`config.mk`:
```
export PLATFORM = sky130hd
export DESIGN_NAME = gif_flags
export DESIGN_NICKNAME = d
export VERILOG_FILES = /design/src/gif_pkg.sv /design/src/gif_flags.sv
export SDC_FILE = /design/constraint.sdc
export NUM_CORES = 1
export LEC_CHECK = 0
export CORE_MARGIN = 4
export CORE_UTILIZATION = 56
export DETAILED_ROUTE_END_ITERATION = 8
export DONT_BUFFER_PORTS = 1
export GPL_TIMING_DRIVEN = 0
export MAX_ROUTING_LAYER = met4
export PLACE_DENSITY_LB_ADDON = 0.15
export SYNTH_ARGS = -nofsm -noshare
export SYNTH_HDL_FRONTEND = slang
export SYNTH_SLANG_ARGS = --single-unit
```
`constraint.sdc`:
```
create_clock -name I_CLK -period 1.5 [get_ports I_CLK]
set_input_delay 0.075 -clock I_CLK [delete_from_list [all_inputs] [get_ports I_CLK]]
set_output_delay 0.075 -clock I_CLK [all_outputs]
set_load 0.01 [all_outputs]
```
`src/gif_pkg.sv`:
```
// Package with register layout, offsets and reset values of the graphics event flags.
// Summary of operation
// - Bit 15 is OR of unit done flags.
// - Summary reads one when any unit finished.
// - Bits 14 to 8 read zero, ignore writes.
// - Inflate done sets bit 7, held.
// - Rect copy done sets bit 6, held.
// - Character unit done sets bit 5, held.
// - Vertical blanking sets bit 4, held.
// - Flags reset zero, hardware set, software writable.
// - Horizontal blanking sets bit 3, held.
// - Command watermark sets bit 2, held.
package gif_pkg;
	localparam int GIF_AW = 4;
	localparam logic [3:0] GIF_OFS_FLAGS = 4'h0;
	localparam logic [3:0] GIF_OFS_MASK = 4'h4;
	localparam logic [3:0] GIF_OFS_PEND = 4'h8;
	localparam int GIF_BIT_ANY = 15;
	localparam int GIF_BIT_INFLATE = 7;
	localparam int GIF_BIT_RECT = 6;
	localparam int GIF_BIT_CHAR = 5;
	localparam int GIF_BIT_VBLANK = 4;
	localparam int GIF_BIT_HBLANK = 3;
	localparam int GIF_BIT_WMARK = 2;
	localparam int GIF_BIT_FULL = 1;
	localparam int GIF_BIT_EMPTY = 0;
	localparam int GIF_NEV = 8;
	localparam logic [15:0] GIF_FLAGS_RST = 16'h0000;
	localparam logic [7:0] GIF_MASK_RST = 8'h00;
	localparam logic [15:0] GIF_IMPL_BITS = 16'h80ff;
endpackage

```
`src/gif_flags.sv`:
```
// Graphics event flag register with a classic Wishbone slave and masked interrupt.
module gif_flags
	import gif_pkg::*;
(
	input wire logic I_CLK,
	input wire logic I_RST,
	input wire logic [GIF_AW-1:0] I_WB_ADR,
	input wire logic [31:0] I_WB_DAT,
	input wire logic [3:0] I_WB_SEL,
	input wire logic I_WB_WE,
	input wire logic I_WB_CYC,
	input wire logic I_WB_STB,
	output logic [31:0] O_WB_DAT,
	output logic O_WB_ACK,
	input wire logic [GIF_NEV-1:0] I_EVENT,
	output logic O_IRQ
);
	typedef struct packed {
		logic [GIF_NEV-1:0] flags;
		logic [GIF_NEV-1:0] pend;
		logic [GIF_NEV-1:0] mask;
		logic ack;
		logic [31:0] rdat;
	} gif_state_s;

	gif_state_s st_r;
	gif_state_s st_nxt;
	logic req;
	logic wr;
	logic rd;
	logic [15:0] flag_view;

	assign req = I_WB_CYC && I_WB_STB && !st_r.ack;
	assign wr = req && I_WB_WE;
	assign rd = req && !I_WB_WE;

	always_comb
	begin
		flag_view = 16'h0000;
		flag_view[GIF_NEV-1:0] = st_r.flags;
		flag_view[GIF_BIT_ANY] = st_r.flags[GIF_BIT_INFLATE] | st_r.flags[GIF_BIT_RECT]
			| st_r.flags[GIF_BIT_CHAR];
	end

	always_comb
	begin
		st_nxt = st_r;
		st_nxt.ack = req;
		// Software writes first, hardware sets afterwards so a set in the same cycle wins.
		if (wr && I_WB_ADR == GIF_OFS_FLAGS && I_WB_SEL[0])
		begin
			st_nxt.flags = I_WB_DAT[GIF_NEV-1:0];
		end
		if (wr && I_WB_ADR == GIF_OFS_MASK && I_WB_SEL[0])
		begin
			st_nxt.mask = I_WB_DAT[GIF_NEV-1:0];
		end
		if (rd && I_WB_ADR == GIF_OFS_PEND)
		begin
			st_nxt.pend = '0;
		end
		st_nxt.flags = st_nxt.flags | I_EVENT;
		st_nxt.pend = st_nxt.pend | I_EVENT;
		st_nxt.rdat = 32'h0000_0000;
		if (rd)
		begin
			case (I_WB_ADR)
				GIF_OFS_FLAGS: st_nxt.rdat = {16'h0000, flag_view & GIF_IMPL_BITS};
				GIF_OFS_MASK: st_nxt.rdat = {24'h000000, st_r.mask};
				GIF_OFS_PEND: st_nxt.rdat = {24'h000000, st_r.pend};
				default: st_nxt.rdat = 32'h0000_0000;
			endcase
		end
	end

	always_ff @(posedge I_CLK)
	begin
		if (I_RST)
		begin
			st_r.flags <= GIF_FLAGS_RST[GIF_NEV-1:0];
			st_r.pend <= '0;
			st_r.mask <= GIF_MASK_RST;
			st_r.ack <= 1'b0;
			st_r.rdat <= 32'h0000_0000;
		end
		else
		begin
			st_r <= st_nxt;
		end
	end

	assign O_WB_DAT = st_r.rdat;
	assign O_WB_ACK = st_r.ack;
	assign O_IRQ = |(st_r.pend & st_r.mask);

	flag_set_a: assert property (@(posedge I_CLK) disable iff (I_RST)
		I_EVENT[GIF_BIT_INFLATE] |=> st_r.flags[GIF_BIT_INFLATE])
		else $error("Inflate event did not set its flag.");
	rect_set_a: assert property (@(posedge I_CLK) disable iff (I_RST)
		I_EVENT[GIF_BIT_RECT] |=> st_r.flags[GIF_BIT_RECT])
		else $error("Rect copy event did not set its flag.");
	char_set_a: assert property (@(posedge I_CLK) disable iff (I_RST)
		I_EVENT[GIF_BIT_CHAR] |=> st_r.flags[GIF_BIT_CHAR])
		else $error("Character event did not set its flag.");
	vblank_hold_a: assert property (@(posedge I_CLK) disable iff (I_RST)
		st_r.flags[GIF_BIT_VBLANK] && !(wr && I_WB_ADR == GIF_OFS_FLAGS)
		|=> st_r.flags[GIF_BIT_VBLANK])
		else $error("Vertical blank flag dropped without a write.");
	hblank_set_a: assert property (@(posedge I_CLK) disable iff (I_RST)
		I_EVENT[GIF_BIT_HBLANK] |=> st_r.flags[GIF_BIT_HBLANK])
		else $error("Horizontal blank event did not set its flag.");
	wmark_set_a: assert property (@(posedge I_CLK) disable iff (I_RST)
		I_EVENT[GIF_BIT_WMARK] |=> st_r.flags[GIF_BIT_WMARK])
		else $error("Watermark event did not set its flag.");
	fifo_set_a: assert property (@(posedge I_CLK) disable iff (I_RST)
		I_EVENT[GIF_BIT_FULL] && I_EVENT[GIF_BIT_EMPTY]
		|=> st_r.flags[GIF_BIT_FULL] && st_r.flags[GIF_BIT_EMPTY])
		else $error("FIFO event did not set its flag.");
	summary_read_a: assert property (@(posedge I_CLK) disable iff (I_RST)
		rd && I_WB_ADR == GIF_OFS_FLAGS |=> O_WB_ACK
		&& O_WB_DAT[GIF_BIT_ANY] == |$past(st_r.flags[GIF_BIT_INFLATE:GIF_BIT_CHAR])
		&& O_WB_DAT[14:8] == 7'h00)
		else $error("Summary or unused bits read wrong.");
	write_clear_a: assert property (@(posedge I_CLK) disable iff (I_RST)
		wr && I_WB_ADR == GIF_OFS_FLAGS && I_WB_SEL[0] && I_EVENT == 8'h00
		|=> st_r.flags == $past(I_WB_DAT[GIF_NEV-1:0]))
		else $error("Software write did not store the flags.");
	reset_zero_a: assert property (@(posedge I_CLK)
		I_RST |=> st_r.flags == 8'h00 && !O_IRQ)
		else $error("Flags not zero after reset.");

	// The checks below cover every flag bit, the pending copy, the mask and the bus timing.
	// Events are sampled as levels, so a long blanking level keeps its flag set each cycle.
	vblank_set_a: assert property (@(posedge I_CLK) disable iff (I_RST)
		I_EVENT[GIF_BIT_VBLANK]
		|=> st_r.flags[GIF_BIT_VBLANK])
		else $error("Vertical blank event did not set its flag.");

	full_set_a: assert property (@(posedge I_CLK) disable iff (I_RST)
		I_EVENT[GIF_BIT_FULL]
		|=> st_r.flags[GIF_BIT_FULL])
		else $error("FIFO full event did not set its flag.");

	empty_set_a: assert property (@(posedge I_CLK) disable iff (I_RST)
		I_EVENT[GIF_BIT_EMPTY]
		|=> st_r.flags[GIF_BIT_EMPTY])
		else $error("FIFO empty event did not set its flag.");

	inflate_hold_a: assert property (@(posedge I_CLK) disable iff (I_RST)
		st_r.flags[GIF_BIT_INFLATE] && !(wr && I_WB_ADR == GIF_OFS_FLAGS)
		|=> st_r.flags[GIF_BIT_INFLATE])
		else $error("Inflate flag dropped without a write.");

	rect_hold_a: assert property (@(posedge I_CLK) disable iff (I_RST)
		st_r.flags[GIF_BIT_RECT] && !(wr && I_WB_ADR == GIF_OFS_FLAGS)
		|=> st_r.flags[GIF_BIT_RECT])
		else $error("Rect copy flag dropped without a write.");

	char_hold_a: assert property (@(posedge I_CLK) disable iff (I_RST)
		st_r.flags[GIF_BIT_CHAR] && !(wr && I_WB_ADR == GIF_OFS_FLAGS)
		|=> st_r.flags[GIF_BIT_CHAR])
		else $error("Character flag dropped without a write.");

	hblank_hold_a: assert property (@(posedge I_CLK) disable iff (I_RST)
		st_r.flags[GIF_BIT_HBLANK] && !(wr && I_WB_ADR == GIF_OFS_FLAGS)
		|=> st_r.flags[GIF_BIT_HBLANK])
		else $error("Horizontal blank flag dropped without a write.");

	wmark_hold_a: assert property (@(posedge I_CLK) disable iff (I_RST)
		st_r.flags[GIF_BIT_WMARK] && !(wr && I_WB_ADR == GIF_OFS_FLAGS)
		|=> st_r.flags[GIF_BIT_WMARK])
		else $error("Watermark flag dropped without a write.");

	full_hold_a: assert property (@(posedge I_CLK) disable iff (I_RST)
		st_r.flags[GIF_BIT_FULL] && !(wr && I_WB_ADR == GIF_OFS_FLAGS)
		|=> st_r.flags[GIF_BIT_FULL])
		else $error("FIFO full flag dropped without a write.");

	empty_hold_a: assert property (@(posedge I_CLK) disable iff (I_RST)
		st_r.flags[GIF_BIT_EMPTY] && !(wr && I_WB_ADR == GIF_OFS_FLAGS)
		|=> st_r.flags[GIF_BIT_EMPTY])
		else $error("FIFO empty flag dropped without a write.");

	flags_no_rise_a: assert property (@(posedge I_CLK) disable iff (I_RST)
		!(wr && I_WB_ADR == GIF_OFS_FLAGS)
		|=> (st_r.flags & ~$past(st_r.flags | I_EVENT)) == 8'h00)
		else $error("A flag rose without an event or a write.");

	write_merge_a: assert property (@(posedge I_CLK) disable iff (I_RST)
		wr && I_WB_ADR == GIF_OFS_FLAGS && I_WB_SEL[0]
		|=> st_r.flags == ($past(I_WB_DAT[GIF_NEV-1:0]) | $past(I_EVENT)))
		else $error("Flag write did not merge with same-cycle events.");

	write_sel_a: assert property (@(posedge I_CLK) disable iff (I_RST)
		wr && I_WB_ADR == GIF_OFS_FLAGS && !I_WB_SEL[0]
		|=> st_r.flags == $past(st_r.flags | I_EVENT))
		else $error("Flag write without its byte lane changed the flags.");

	set_wins_a: assert property (@(posedge I_CLK) disable iff (I_RST)
		wr && I_WB_ADR == GIF_OFS_FLAGS && I_EVENT != 8'h00
		|=> (st_r.flags & $past(I_EVENT)) == $past(I_EVENT))
		else $error("A clearing write beat a same-cycle event.");

	mask_write_a: assert property (@(posedge I_CLK) disable iff (I_RST)
		wr && I_WB_ADR == GIF_OFS_MASK && I_WB_SEL[0]
		|=> st_r.mask == $past(I_WB_DAT[GIF_NEV-1:0]))
		else $error("Mask write was not stored.");

	mask_hold_a: assert property (@(posedge I_CLK) disable iff (I_RST)
		!(wr && I_WB_ADR == GIF_OFS_MASK && I_WB_SEL[0])
		|=> $stable(st_r.mask))
		else $error("Mask changed without a write.");

	pend_set_a: assert property (@(posedge I_CLK) disable iff (I_RST)
		I_EVENT != 8'h00
		|=> (st_r.pend & $past(I_EVENT)) == $past(I_EVENT))
		else $error("Event did not set its pending bit.");

	pend_clear_a: assert property (@(posedge I_CLK) disable iff (I_RST)
		rd && I_WB_ADR == GIF_OFS_PEND
		|=> st_r.pend == $past(I_EVENT))
		else $error("Reading pending did not clear it.");

	pend_hold_a: assert property (@(posedge I_CLK) disable iff (I_RST)
		!(rd && I_WB_ADR == GIF_OFS_PEND)
		|=> st_r.pend == $past(st_r.pend | I_EVENT))
		else $error("Pending bits changed without an event or a read.");

	irq_rise_a: assert property (@(posedge I_CLK) disable iff (I_RST)
		(I_EVENT & st_r.mask) != 8'h00 && !(wr && I_WB_ADR == GIF_OFS_MASK)
		|=> O_IRQ)
		else $error("Unmasked event did not raise the interrupt.");

	irq_masked_a: assert property (@(posedge I_CLK) disable iff (I_RST)
		st_r.mask == 8'h00
		|-> !O_IRQ)
		else $error("Interrupt raised with every source masked.");

	ack_pulse_a: assert property (@(posedge I_CLK) disable iff (I_RST)
		O_WB_ACK
		|=> !O_WB_ACK)
		else $error("Acknowledge stood longer than one cycle.");

	ack_follow_a: assert property (@(posedge I_CLK) disable iff (I_RST)
		req
		|=> O_WB_ACK)
		else $error("Request was not acknowledged in the next cycle.");

	ack_only_a: assert property (@(posedge I_CLK) disable iff (I_RST)
		!(I_WB_CYC && I_WB_STB)
		|=> !O_WB_ACK)
		else $error("Acknowledge given without a request.");

	rdat_idle_a: assert property (@(posedge I_CLK) disable iff (I_RST)
		!rd
		|=> O_WB_DAT == 32'h0000_0000)
		else $error("Read data not zero outside a read.");

	upper_zero_a: assert property (@(posedge I_CLK) disable iff (I_RST)
		1'b1
		|-> O_WB_DAT[31:16] == 16'h0000)
		else $error("Upper half of read data not zero.");

	unused_zero_a: assert property (@(posedge I_CLK) disable iff (I_RST)
		1'b1
		|-> O_WB_DAT[14:8] == 7'h00)
		else $error("Unimplemented flag bits read nonzero.");

	flags_read_a: assert property (@(posedge I_CLK) disable iff (I_RST)
		rd && I_WB_ADR == GIF_OFS_FLAGS
		|=> O_WB_DAT[GIF_NEV-1:0] == $past(st_r.flags))
		else $error("Flag read returned wrong low byte.");

	mask_read_a: assert property (@(posedge I_CLK) disable iff (I_RST)
		rd && I_WB_ADR == GIF_OFS_MASK
		|=> O_WB_DAT == {24'h000000, $past(st_r.mask)})
		else $error("Mask read returned wrong data.");

	pend_read_a: assert property (@(posedge I_CLK) disable iff (I_RST)
		rd && I_WB_ADR == GIF_OFS_PEND
		|=> O_WB_DAT == {24'h000000, $past(st_r.pend)})
		else $error("Pending read returned wrong data.");

	unmapped_read_a: assert property (@(posedge I_CLK) disable iff (I_RST)
		rd && I_WB_ADR != GIF_OFS_FLAGS && I_WB_ADR != GIF_OFS_MASK && I_WB_ADR != GIF_OFS_PEND
		|=> O_WB_DAT == 32'h0000_0000)
		else $error("Unmapped read returned nonzero data.");

	unmapped_write_a: assert property (@(posedge I_CLK) disable iff (I_RST)
		wr && I_WB_ADR != GIF_OFS_FLAGS && I_WB_ADR != GIF_OFS_MASK
		|=> st_r.flags == $past(st_r.flags | I_EVENT) && $stable(st_r.mask))
		else $error("Unmapped write changed a register.");

	summary_zero_a: assert property (@(posedge I_CLK) disable iff (I_RST)
		rd && I_WB_ADR == GIF_OFS_FLAGS && st_r.flags[GIF_BIT_INFLATE:GIF_BIT_CHAR] == 3'b000
		|=> !O_WB_DAT[GIF_BIT_ANY])
		else $error("Summary flag read one with every unit idle.");

	summary_set_a: assert property (@(posedge I_CLK) disable iff (I_RST)
		rd && I_WB_ADR == GIF_OFS_FLAGS && st_r.flags[GIF_BIT_INFLATE:GIF_BIT_CHAR] != 3'b000
		|=> O_WB_DAT[GIF_BIT_ANY])
		else $error("Summary flag read zero with a unit finished.");

	reset_mask_a: assert property (@(posedge I_CLK)
		I_RST
		|=> st_r.mask == 8'h00 && st_r.pend == 8'h00 && !O_WB_ACK)
		else $error("Mask, pending or acknowledge not zero after reset.");

	reset_data_a: assert property (@(posedge I_CLK)
		I_RST
		|=> O_WB_DAT == 32'h0000_0000)
		else $error("Read data not zero after reset.");
endmodule

```
== Word-level counts from Yosys, hierarchy flattened ==
Index checks and enable logic that the tools add are counted.

* Input port bits: 53
* Output and inout bits: 34
* Register bits after elaboration: 57

* Reductions and logical operators: 14
* Equal/unequal tests: 2
* Muxes and demuxes: 3
* Bitwise operators: 6

{| class="wikitable"
|+ Operator list
! operator !! count
|-
| 16-bit one-hot mux with 3 select lines || 1
|-
| 8-bit two-way mux || 2
|-
| 8-bit OR || 2
|-
| 1-bit logical AND || 9
|-
| 8-bit bitwise AND || 1
|-
| 8-bit OR reduction || 1
|-
| 4-bit by 3-bit equality test with 1-bit output (second input constant) || 1
|-
| 4-bit equality test (second input constant) || 1
|-
| 4-bit logical NOT || 1
|-
| 1-bit logical NOT || 2
|-
| 1-bit OR || 2
|-
| 2-bit OR reduction || 1
|-
| 1-bit NOT || 1
|}

== Depth between registers and ports, before layout ==
Gate-level depths: netlist of the first run.

* Depth after elaboration: 7
* Gate-level depth with buffers: 5
* Depth with buffers taken out: 3

== Least setup slack after synthesis of the first run ==
Ideal clock, no wire load.

* Path type: flip-flop to flip-flop
* From: register st_r, in the netlist O_WB_ACK
* To: register st_r[41] in the netlist's numbering
* Path buffers: 1
* Required time: 1.350 ns
* Data arrival time: 1.403 ns
* Clock period less this slack: 1.553 ns
* Library setup time: 0.150 ns
* Setup slack: -0.053 ns
* Cell stages (with the launch flop): 5
* Cells stage by stage: dfxtp_1 > nand3b_1 > buf_2 > nor4b_2 > o22ai_1

* Cells in the longest elaborated chain, start to end: 6

{| class="wikitable"
|+ RTL lines
! element !! RTL line !! text
|-
| start: declaration || gif_flags.sv:26 || <nowiki>gif_state_s st_r;</nowiki>
|-
| start signal: assignment || gif_flags.sv:88 || <nowiki>st_r <= st_nxt;</nowiki>
|-
| 1-bit logical NOT || gif_flags.sv:33 || <nowiki>assign req = I_WB_CYC && I_WB_STB && !st_r.ack;</nowiki>
|-
| 1-bit logical AND || gif_flags.sv:33 ||
|-
| 1-bit logical AND || gif_flags.sv:35 || <nowiki>assign rd = req && !I_WB_WE;</nowiki>
|-
| 1-bit logical AND || gif_flags.sv:58 || <nowiki>if (rd && I_WB_ADR == GIF_OFS_PEND)</nowiki>
|-
| 8-bit two-way mux || gif_flags.sv:58 ||
|-
| 8-bit OR || gif_flags.sv:63 || <nowiki>st_nxt.pend = st_nxt.pend | I_EVENT;</nowiki>
|}

Every way passes these cells.
A chain may end at the register's enable or synchronous reset.

== Worst setup path in the final report of the first run ==
* From: register st_r, in the netlist O_WB_ACK
* To: register st_r[47] in the netlist's numbering

The elaborated chain is that of the path after synthesis.

==> results.cfg, run 1 <==
[status]
status = complete, no violations

[final_layout]
mostFrequentLayoutCells = buf_4, dfxtp_1, nand2b_1
drive_above_1_share_pct = 26.27
final_cell_area_um2 = 2387
final_common_cell = buf_4
num-nets-final = 307
synthToLayoutAreaGrowth_pct = 31.22
fin_util_pct = 77.56
stdcell_count = 299
num_antenna_cells = 0

[job]
maxCapViolations = 0

[detailed_routing]
routed_wl_mm = 4.919
first_iter_violations = 93
vias_per_cell = 5.361
dr.pass1.iters = 4
vias = 1603
avgRoutedWirePerCell_um = 16.45
ant_nets = 0
post-route-drc-count = 0

[placed_design]
placed_cells = 267
place_hpwl_mm = 3.198
postPlaceCellArea_um2 = 1966
gp_congestion = 0.8629
port-buffer-count = 0

[die]
fp.coreArea_um2 = 3078
num_rows = 20
die_y_um = 65.00
ios = 87
floorplan.initialDensity_pct = 59.11
die_w_um = 65.00
die-area_um2 = 4224

[critical_path]
worstPathMaxFanout = 5
worstSetupStartpointType = flip-flop
cp-end-kind = flip-flop
cp.required_ns = 1.73
crit_type = flip-flop to flip-flop
crit_arrival_ns = 1.71

[sta]
max_freq_mhz = 671.8
rsz0062_at_grt = true
drv_slew = 0
worstMarginPinSlew_ns = 0.8757
period_share_pct = 99.23
final-hold-violation-count = 0
fin_skew_ns = 0.009226
holdWs_ns = 0.02929
fin_crit_ns = 1.489
max-slew-margin-rel_pct = 41.14
setup_viol = 0

[clocking]
cts_sinks = 34
numCtsBuffers = 5
clk_pin_slew_ns = 0.11
h-tree-depth = 2
clockRootBuffer = clkbuf_4
cts_tree = yes
worst_skew_pair.late_latency_ns = 0.35
cts_max_path_buffers = 2

[logic_synthesis]
synth.distinct_cells = 32
ys_ff_latch = 34
synth_cells = 201
yosys_warnings = 0
avgSynthCellArea_um2 = 9.051
yosysSeqAreaShare_pct = 37.41
syn_area_um2 = 1819

[pwr]
power.leakage_nw = 0.9860
combPwrFrac_pct = 14.2
powerDensity_nw_per_um2 = 908.1
power.switching_w = 0.0005126
switching_share_pct = 23.65
intPower_w = 0.001655
clkPwrFrac_pct = 41.1
p_total_w = 0.002168
power_frac_seq_pct = 44.7
vdd.ir_drop.worst_mv = 0.6319

[grt]
grt_pass1_vias = 1691
overflow = 0
antenna_found_initial = 0
grt_pass1_wl_mm = 7.879
gr-usage-all-layers_pct = 25.46
grt_start_max_net_pins = 12

[worst_hold_path]
hold_class = primary input to flip-flop
-- cell families (layout without fill, tap and decap cells) --
kind of cell	count (synthesis)	in the layout	share of synthesized area, %
simple gates	63	63	22.42
flops	34	34	37.41
other cells	1	23	0.2061
buf+inv	51	83	17.33
compound gates	36	36	13.82
mux	16	16	8.803
-- flip-flops by register name, summed over array words and instances (netlist names) --
name	count
st_r	16
O_WB_ACK	1
flag_view	8
O_WB_DAT	9
-- power by group through the flow --
stage	sequential (W)	clock [W]	combinational, W
finish	0.000969	0.000891	0.000308
global route	0.000974	0.000938	0.000334
CTS	0.000967	0.000888	0.000284
detailed placement	0.000988	0	0.000232
global placement	0.000986	0	0.000227
floorplan	0.000981	0	0.000196
-- Yosys cell counts (all sizes together) --
master   number  area (µm²)
nor4b         2       23.77
nor2b         1       6.260
nand2b       25       156.4
nor2          1       3.750
clkbuf        6       22.52
o22ai         8       50.05
o31ai         8       60.06
nand2         8       30.03
and2          2       12.52
nor4          3       40.04
inv           8       30.03
nor3          1       5.000
a31oi         8       50.05
a21boi        7       52.55
or4           1       7.510
buf          37       262.8
a22oi         4       30.03
nand3b        1       7.510
mux2i        16       160.2
nand4         9       56.30
o2bb2ai       1       8.760
dfxtp        34       680.7
and3b         1       8.760
conb          1       3.750
or2           8       50.05
-- per-layer routing --
layer | wire [µm] | track usage (%)
met1 | 1924 | 29.27
met2 | 2511 | 42.66
met3 | 353 | 4.679
met4 | 129 | 12.14
met5 | 0 | -
-- worst paths after layout --
path / startpoint / endpoint / slack, ns / cells past startpoint
hold reg to reg: st_r[43] / O_WB_DAT[2] / 0.49 / 2
setup reg to reg: O_WB_ACK / st_r[47] / 0.01 / 5
setup / recovery: O_WB_ACK / st_r[47] / 0.01 / 5
hold / removal: I_WB_WE / st_r[46] / 0.03 / 3
-- metrics by stage --
stage / TNS (ns) / setup WS, ns
global route: -1.005 / -0.08217
global placement: -6.996 / -0.5442
finish: 0 / 0.01149
CTS: 0 / 0.006199
detailed placement: -8.526 / -0.6859
floorplan: 0 / 0.05965
-- worst max-delay path: stages (launching register included) --
cell	delay, ns
dfxtp_4	0.38
nand3b_1	0.26
buf_6	0.20
nor4b_4	0.27
buf_4	0.19
o22ai_1	0.08
-- cell type report --
type                    instances  area, µm²
inverters                       8      30.03
well taps                      44      55.05
plain buffers                  43      291.5
repair buffers                 24      254.0
clock inverters                 2      60.06
multi-input cells             138      960.9
fillers                       239      690.7
flip-flops and latches         34      684.4
clock buffers                   6      51.30
-- repair_timing --
item / 4_1_cts / 5_1_grt
hold buffers: 18 / 0
resized for setup: 4 / 9
setup endpoints to repair: 24 / 25
endpoints found under the hold margin: 34 / 0
buffers inserted: 4 / 2
pin swaps: 2 / 5
Note: power is estimated with default switching activity, not from simulation.
==> run 2, diff against run 1 <==
Settings changed: ABC_AREA set to 1.
==> run 2 against run 1 <==
Synthesized cell count is 33% higher. Global-route usage is 5.1 points lower. Clock skew increased by 0.0014 ns. Core utilization down 5.7 points. Sequential share of layout area rose by 1.9 points. Fmax rose by 6.3%. Setup slack better by 0.088 ns. Clock power decreased by 49%. Largest cell class unchanged.
==> results.cfg, run 2 <==
[status]
status = complete, no violations

[critical_path]
worstSetupStartpointType = flip-flop
cp.required_ns = 1.78
crit_family = simple AND/OR/NAND/NOR gates
path_buf_inv = 2
crit_arrival_ns = 1.68
crit_slowest_cell = nor4_1
crit_path_cell_trace = inv_2 -> nand3_4 -> nor4_1 -> nand2_1 -> inv_1
crit_type = flip-flop to flip-flop
cpPeakStageDelay_ns = 0.61
worstPathMaxFanout = 5
reg2reg_slack_ns = 0.1
cp-end-kind = flip-flop

[grt]
grt_pass1_vias = 1426
overflow = 0
gr-usage-all-layers_pct = 20.32
grt_pass1_wl_mm = 6.375
grt_use_met1_pct = 23.62
top_usage_layer = met2
grt_util_met2_pct = 33.00
antenna_found_initial = 0
use_met3_pct = 4.957
grt_start_max_net_pins = 11

[die]
floorplan.initialDensity_pct = 59.23
ios = 87
die_y_um = 65.29
die_w_um = 65.29
die-area_um2 = 4263
num_rows = 20
fp.coreArea_um2 = 3103

[final_layout]
top_register = st_r
final_common_cell = nand2_1
stdcell_count = 361
num_antenna_cells = 0
drive_above_1_share_pct = 18.93
largest_reg_flops = 16
nFillCells = 292
mostFrequentLayoutCells = nand2_1, inv_1, dfxtp_1, buf_4, nor2_1
synthToLayoutAreaGrowth_pct = 21.24
num-nets-final = 370

[sta]
fin_skew_ns = 0.01063
period_share_pct = 93.37
worstMarginPinSlew_ns = 0.6889
setup_viol = 0
drv_slew = 0
fin_ws_ns = 0.09950
holdWs_ns = 0.01851
max_freq_mhz = 714.0
fin_crit_ns = 1.400
setup_tns_ns = 0
max-slew-margin-rel_pct = 53.65
final-hold-violation-count = 0
rsz0062_at_grt = false

[detailed_routing]
post-route-drc-count = 0
vias = 1587
avgRoutedWirePerCell_um = 10.65
dr.pass1.iters = 4
first_iter_violations = 50
routed_wl_mm = 3.846
ant_nets = 0
vias_per_cell = 4.396

[logic_synthesis]
yosysTopAreaCell = dfxtp_1
async_flop_share_pct = 0
synth.distinct_cells = 25
syn_area_um2 = 1838
ys_ff_latch = 34
yosysSeqAreaShare_pct = 37.03
synth_cells = 267
synth_top_area_share_pct = 37.03
synthFlopType = dfxtp_1
synth.most_common_cell = nand2_1
yosys_warnings = 0
synth_common_cells = nand2_1, inv_1, dfxtp_1
avgSynthCellArea_um2 = 6.884
yosys-top-cells-area = dfxtp_1, nand2_1, buf_4, inv_1, nor2_1
synth_edf_count = 0

[clocking]
clk_pin_slew_ns = 0.09
clockRootBuffer = clkbuf_4
cts_max_path_buffers = 2
cts_tree = yes
worst_skew_pair.late_latency_ns = 0.34
numCtsBuffers = 5
cts_sinks = 34
h-tree-depth = 2

[worst_hold_path]
hold_class = primary input to flip-flop

[pwr]
power.leakage_nw = 1.197
p_total_w = 0.001660
powerDensity_nw_per_um2 = 745.1
vdd.ir_drop.worst_mv = 0.5831

[placed_design]
port-buffer-count = 0
place_ws_ns = 0.08746
placed_cells = 333
place_hpwl_mm = 2.718
gp_congestion = 0.8832

[job]
maxCapViolations = 0
-- run 2: cell types whose count changed after synthesis, sizes merged, moves of 16 or more --
cell,delta
inv,+32
nand3,+20
mux2i,-16
nor2,+44
nand2b,-25
nand2,+63
-- run 2: stage by stage --
stage	utilization, %	instance area (µm²)
CTS	71.25	2211
floorplan	-	1921
global route	71.81	2228
finish	71.81	2228
global placement	63.67	1976
detailed placement	63.67	1976
-- run 2: worst paths after layout --
path / cells past startpoint / startpoint / to
min reg2reg: 2 / st_r[48] / st_r[48]
min: 4 / I_WB_DAT[2] / flag_view[2]
max: 5 / O_WB_ACK / O_WB_DAT[1]
max reg2reg: 5 / O_WB_ACK / O_WB_DAT[1]
-- run 2: cell type report --
type                    count  area, µm²  area share (%)
repair buffers             21      205.2           9.208
multi-input cells         179      829.5           37.23
plain buffers              35      259.0           11.62
clock buffers               7      45.04           2.021
flip-flops and latches     34      680.7           30.54
well taps                  44      55.05           2.471
inverters                  41      153.9           6.906
-- run 2: tightest hold or removal path, cell delays in order --
cell and delay [ns]:
nand3_1 0.08, nand2_1 0.07, nor2_1 0.03, nor2_1 0.06
-- run 2: kinds of logic after synthesis --
| logic type | count (synthesis) | synth area share (%) |
|---|---|---|
| other cells | 1 | 0.2040 |
| flops | 34 | 37.03 |
| simple gates | 141 | 35.54 |
| compound gates | 15 | 4.765 |
| buf+inv | 76 | 22.46 |
-- run 2: repair_timing --
item / 4_1_cts / 5_1_grt
hold buffers: 19 / 0
gates resized for setup: 0 / 1
endpoints found under the hold margin: 34 / 0
buffers inserted: 0 / 2
setup endpoints to repair: 0 / 10
-- run 2: layer usage --
metal	part of all wire [%]	wire length (µm)
met5	0	0
met4	2.4	93
met3	7.6	294
met2	48	1840
met1	42	1617
-- run 2: power breakdown --
| part | total [W] | leakage, nW | switching [W] | internal (W) |
|---|---|---|---|---|
| sequential | 0.000957 | 0.279 | 0.0000215 | 0.000936 |
| clock | 0.000457 | 0.0254 | 0.000281 | 0.000177 |
| combinational | 0.000246 | 0.892 | 0.000129 | 0.000118 |
| total | 0.00166 | 1.20 | 0.000431 | 0.00123 |
==> run 3, diff against run 2 <==
Settings changed: MAX_ROUTING_LAYER met4 to unset, PLACE_DENSITY set to 0.74, PLACE_DENSITY_LB_ADDON 0.15 to unset, TNS_END_PERCENT set to 30.
==> run 3 against run 2 <==
Final cell count decreased by 0.28%. Largest cell class unchanged. Clock skew decreased by 0.0050 ns. Critical endpoint is now st_r[39]. Design area increased by 0.17%. First-iteration DRC count decreased by 16%.
==> results.cfg, run 3 (synthesis results as in run 2) <==
[grt]
grt_pass1_wl_mm = 6.216
grt_start_max_net_pins = 12
grt_pass1_vias = 1384
antenna_found_initial = 0
overflow = 0
gr-usage-all-layers_pct = 18.96

[job]
maxCapViolations = 0

[status]
status = complete, no violations

[detailed_routing]
post-route-drc-count = 0
avgRoutedWirePerCell_um = 10.32
dr.pass1.iters = 4
first_iter_violations = 42
routed_wl_mm = 3.714
ant_nets = 0
vias = 1566
vias_per_cell = 4.350

[sta]
fin_crit_ns = 1.425
setup_viol = 0
max-slew-margin-rel_pct = 52.42
fin_skew_ns = 0.005615
fin_ws_ns = 0.07547
period_share_pct = 94.97
final-hold-violation-count = 0
drv_slew = 0
holdWs_ns = 0.01015
max_freq_mhz = 702.0
worstMarginPinSlew_ns = 0.7072
rsz0062_at_grt = true

[final_layout]
drive_above_1_share_pct = 19.30
mostFrequentLayoutCells = nand2_1, inv_1, dfxtp_1
largest_reg_flops = 16
top_register = st_r
final_common_cell = nand2_1
nFillCells = 276
synthToLayoutAreaGrowth_pct = 21.44
num-nets-final = 368
num_antenna_cells = 0

[placed_design]
gp_congestion = 0.8614
port-buffer-count = 0
place_ws_ns = 0.08408
place_hpwl_mm = 2.794

[clocking]
worst_skew_pair.late_latency_ns = 0.33
clk_pin_slew_ns = 0.10
cts_tree = yes
clockRootBuffer = clkbuf_4
post-cts-setup-buffer-count = 0
cts_max_path_buffers = 2
cts_sinks = 34
numCtsBuffers = 5
h-tree-depth = 2

[die]
die_y_um = 65.29
die-area_um2 = 4263
ios = 87
die_w_um = 65.29
num_rows = 20
floorplan.initialDensity_pct = 59.23
fp.coreArea_um2 = 3103

[critical_path]
worstSetupStartpointType = flip-flop
crit_type = flip-flop to flip-flop
cp.required_ns = 1.73
reg2reg_depth = 9
worstPathMaxFanout = 10
cp-end-kind = flip-flop
crit_arrival_ns = 1.66

[pwr]
vdd.ir_drop.worst_mv = 0.5460
power.leakage_nw = 1.196
p_total_w = 0.001730
powerDensity_nw_per_um2 = 775.0

[worst_hold_path]
hold_class = primary input to flip-flop
hold_path_depth = 4
-- run 3: repair_timing --
action	4_1_cts	5_1_grt
setup endpoints to repair	0	8
hold buffers	19	0
resized for setup	0	1
hold endpoints to repair	34	0
-- run 3: metal layers --
| metal | track usage (%) | routed length, µm |
|---|---|---|
| met1 | 23.40 | 1688 |
| met2 | 30.21 | 1730 |
| met3 | 6.325 | 245 |
| met4 | 7.772 | 50 |
| met5 | 0 | 0 |
-- run 3: critical path: stages, from the launching register on --
cell     delay [ns]
dfxtp_1        0.36
inv_2          0.09
nand3_4        0.11
nor2_8         0.19
nand2_4        0.07
nor2_4         0.18
buf_6          0.17
nand2_1        0.05
nand2_1        0.06
nor2_2         0.04
-- run 3: power by group --
part | internal [W] | switching, W
combinational | 0.000116 | 0.000127
sequential | 0.000936 | 0.0000208
clock | 0.000225 | 0.000306
total | 0.00128 | 0.000453
-- run 3: metrics by stage --
step / utilization, % / cells / cell area (µm²) / TNS, ns
finish: 71.94 / 360 / 2232 / 0
global route: 71.94 / 360 / 2232 / -0.02232
CTS: 71.85 / 360 / 2230 / 0
detailed placement: 63.67 / 333 / 1976 / 0
global placement: 63.67 / 333 / 1976 / 0
floorplan: - / 289 / 1921 / 0
-- run 3: final cells by class --
| class | count | area, µm² | share of cell area, % |
|---|---|---|---|
| clock inverter | 2 | 12.51 | 0.5605 |
| sequential | 34 | 680.7 | 30.49 |
| inverter | 41 | 153.9 | 6.895 |
| multi-input combinational | 179 | 829.5 | 37.16 |
| timing repair buffer | 19 | 190.2 | 8.520 |
| clock buffer | 6 | 51.30 | 2.298 |
| tap | 44 | 55.05 | 2.466 |
| buffer | 35 | 259.0 | 11.60 |
-- run 3: final timing paths --
| check | slack [ns] | to | startpoint |
|---|---|---|---|
| max | 0.08 | st_r[39] | O_WB_ACK |
| min | 0.01 | flag_view[4] | I_WB_DAT[4] |
| min reg2reg | 0.49 | st_r[43] | st_r[43] |
| max reg2reg | 0.08 | st_r[39] | O_WB_ACK |
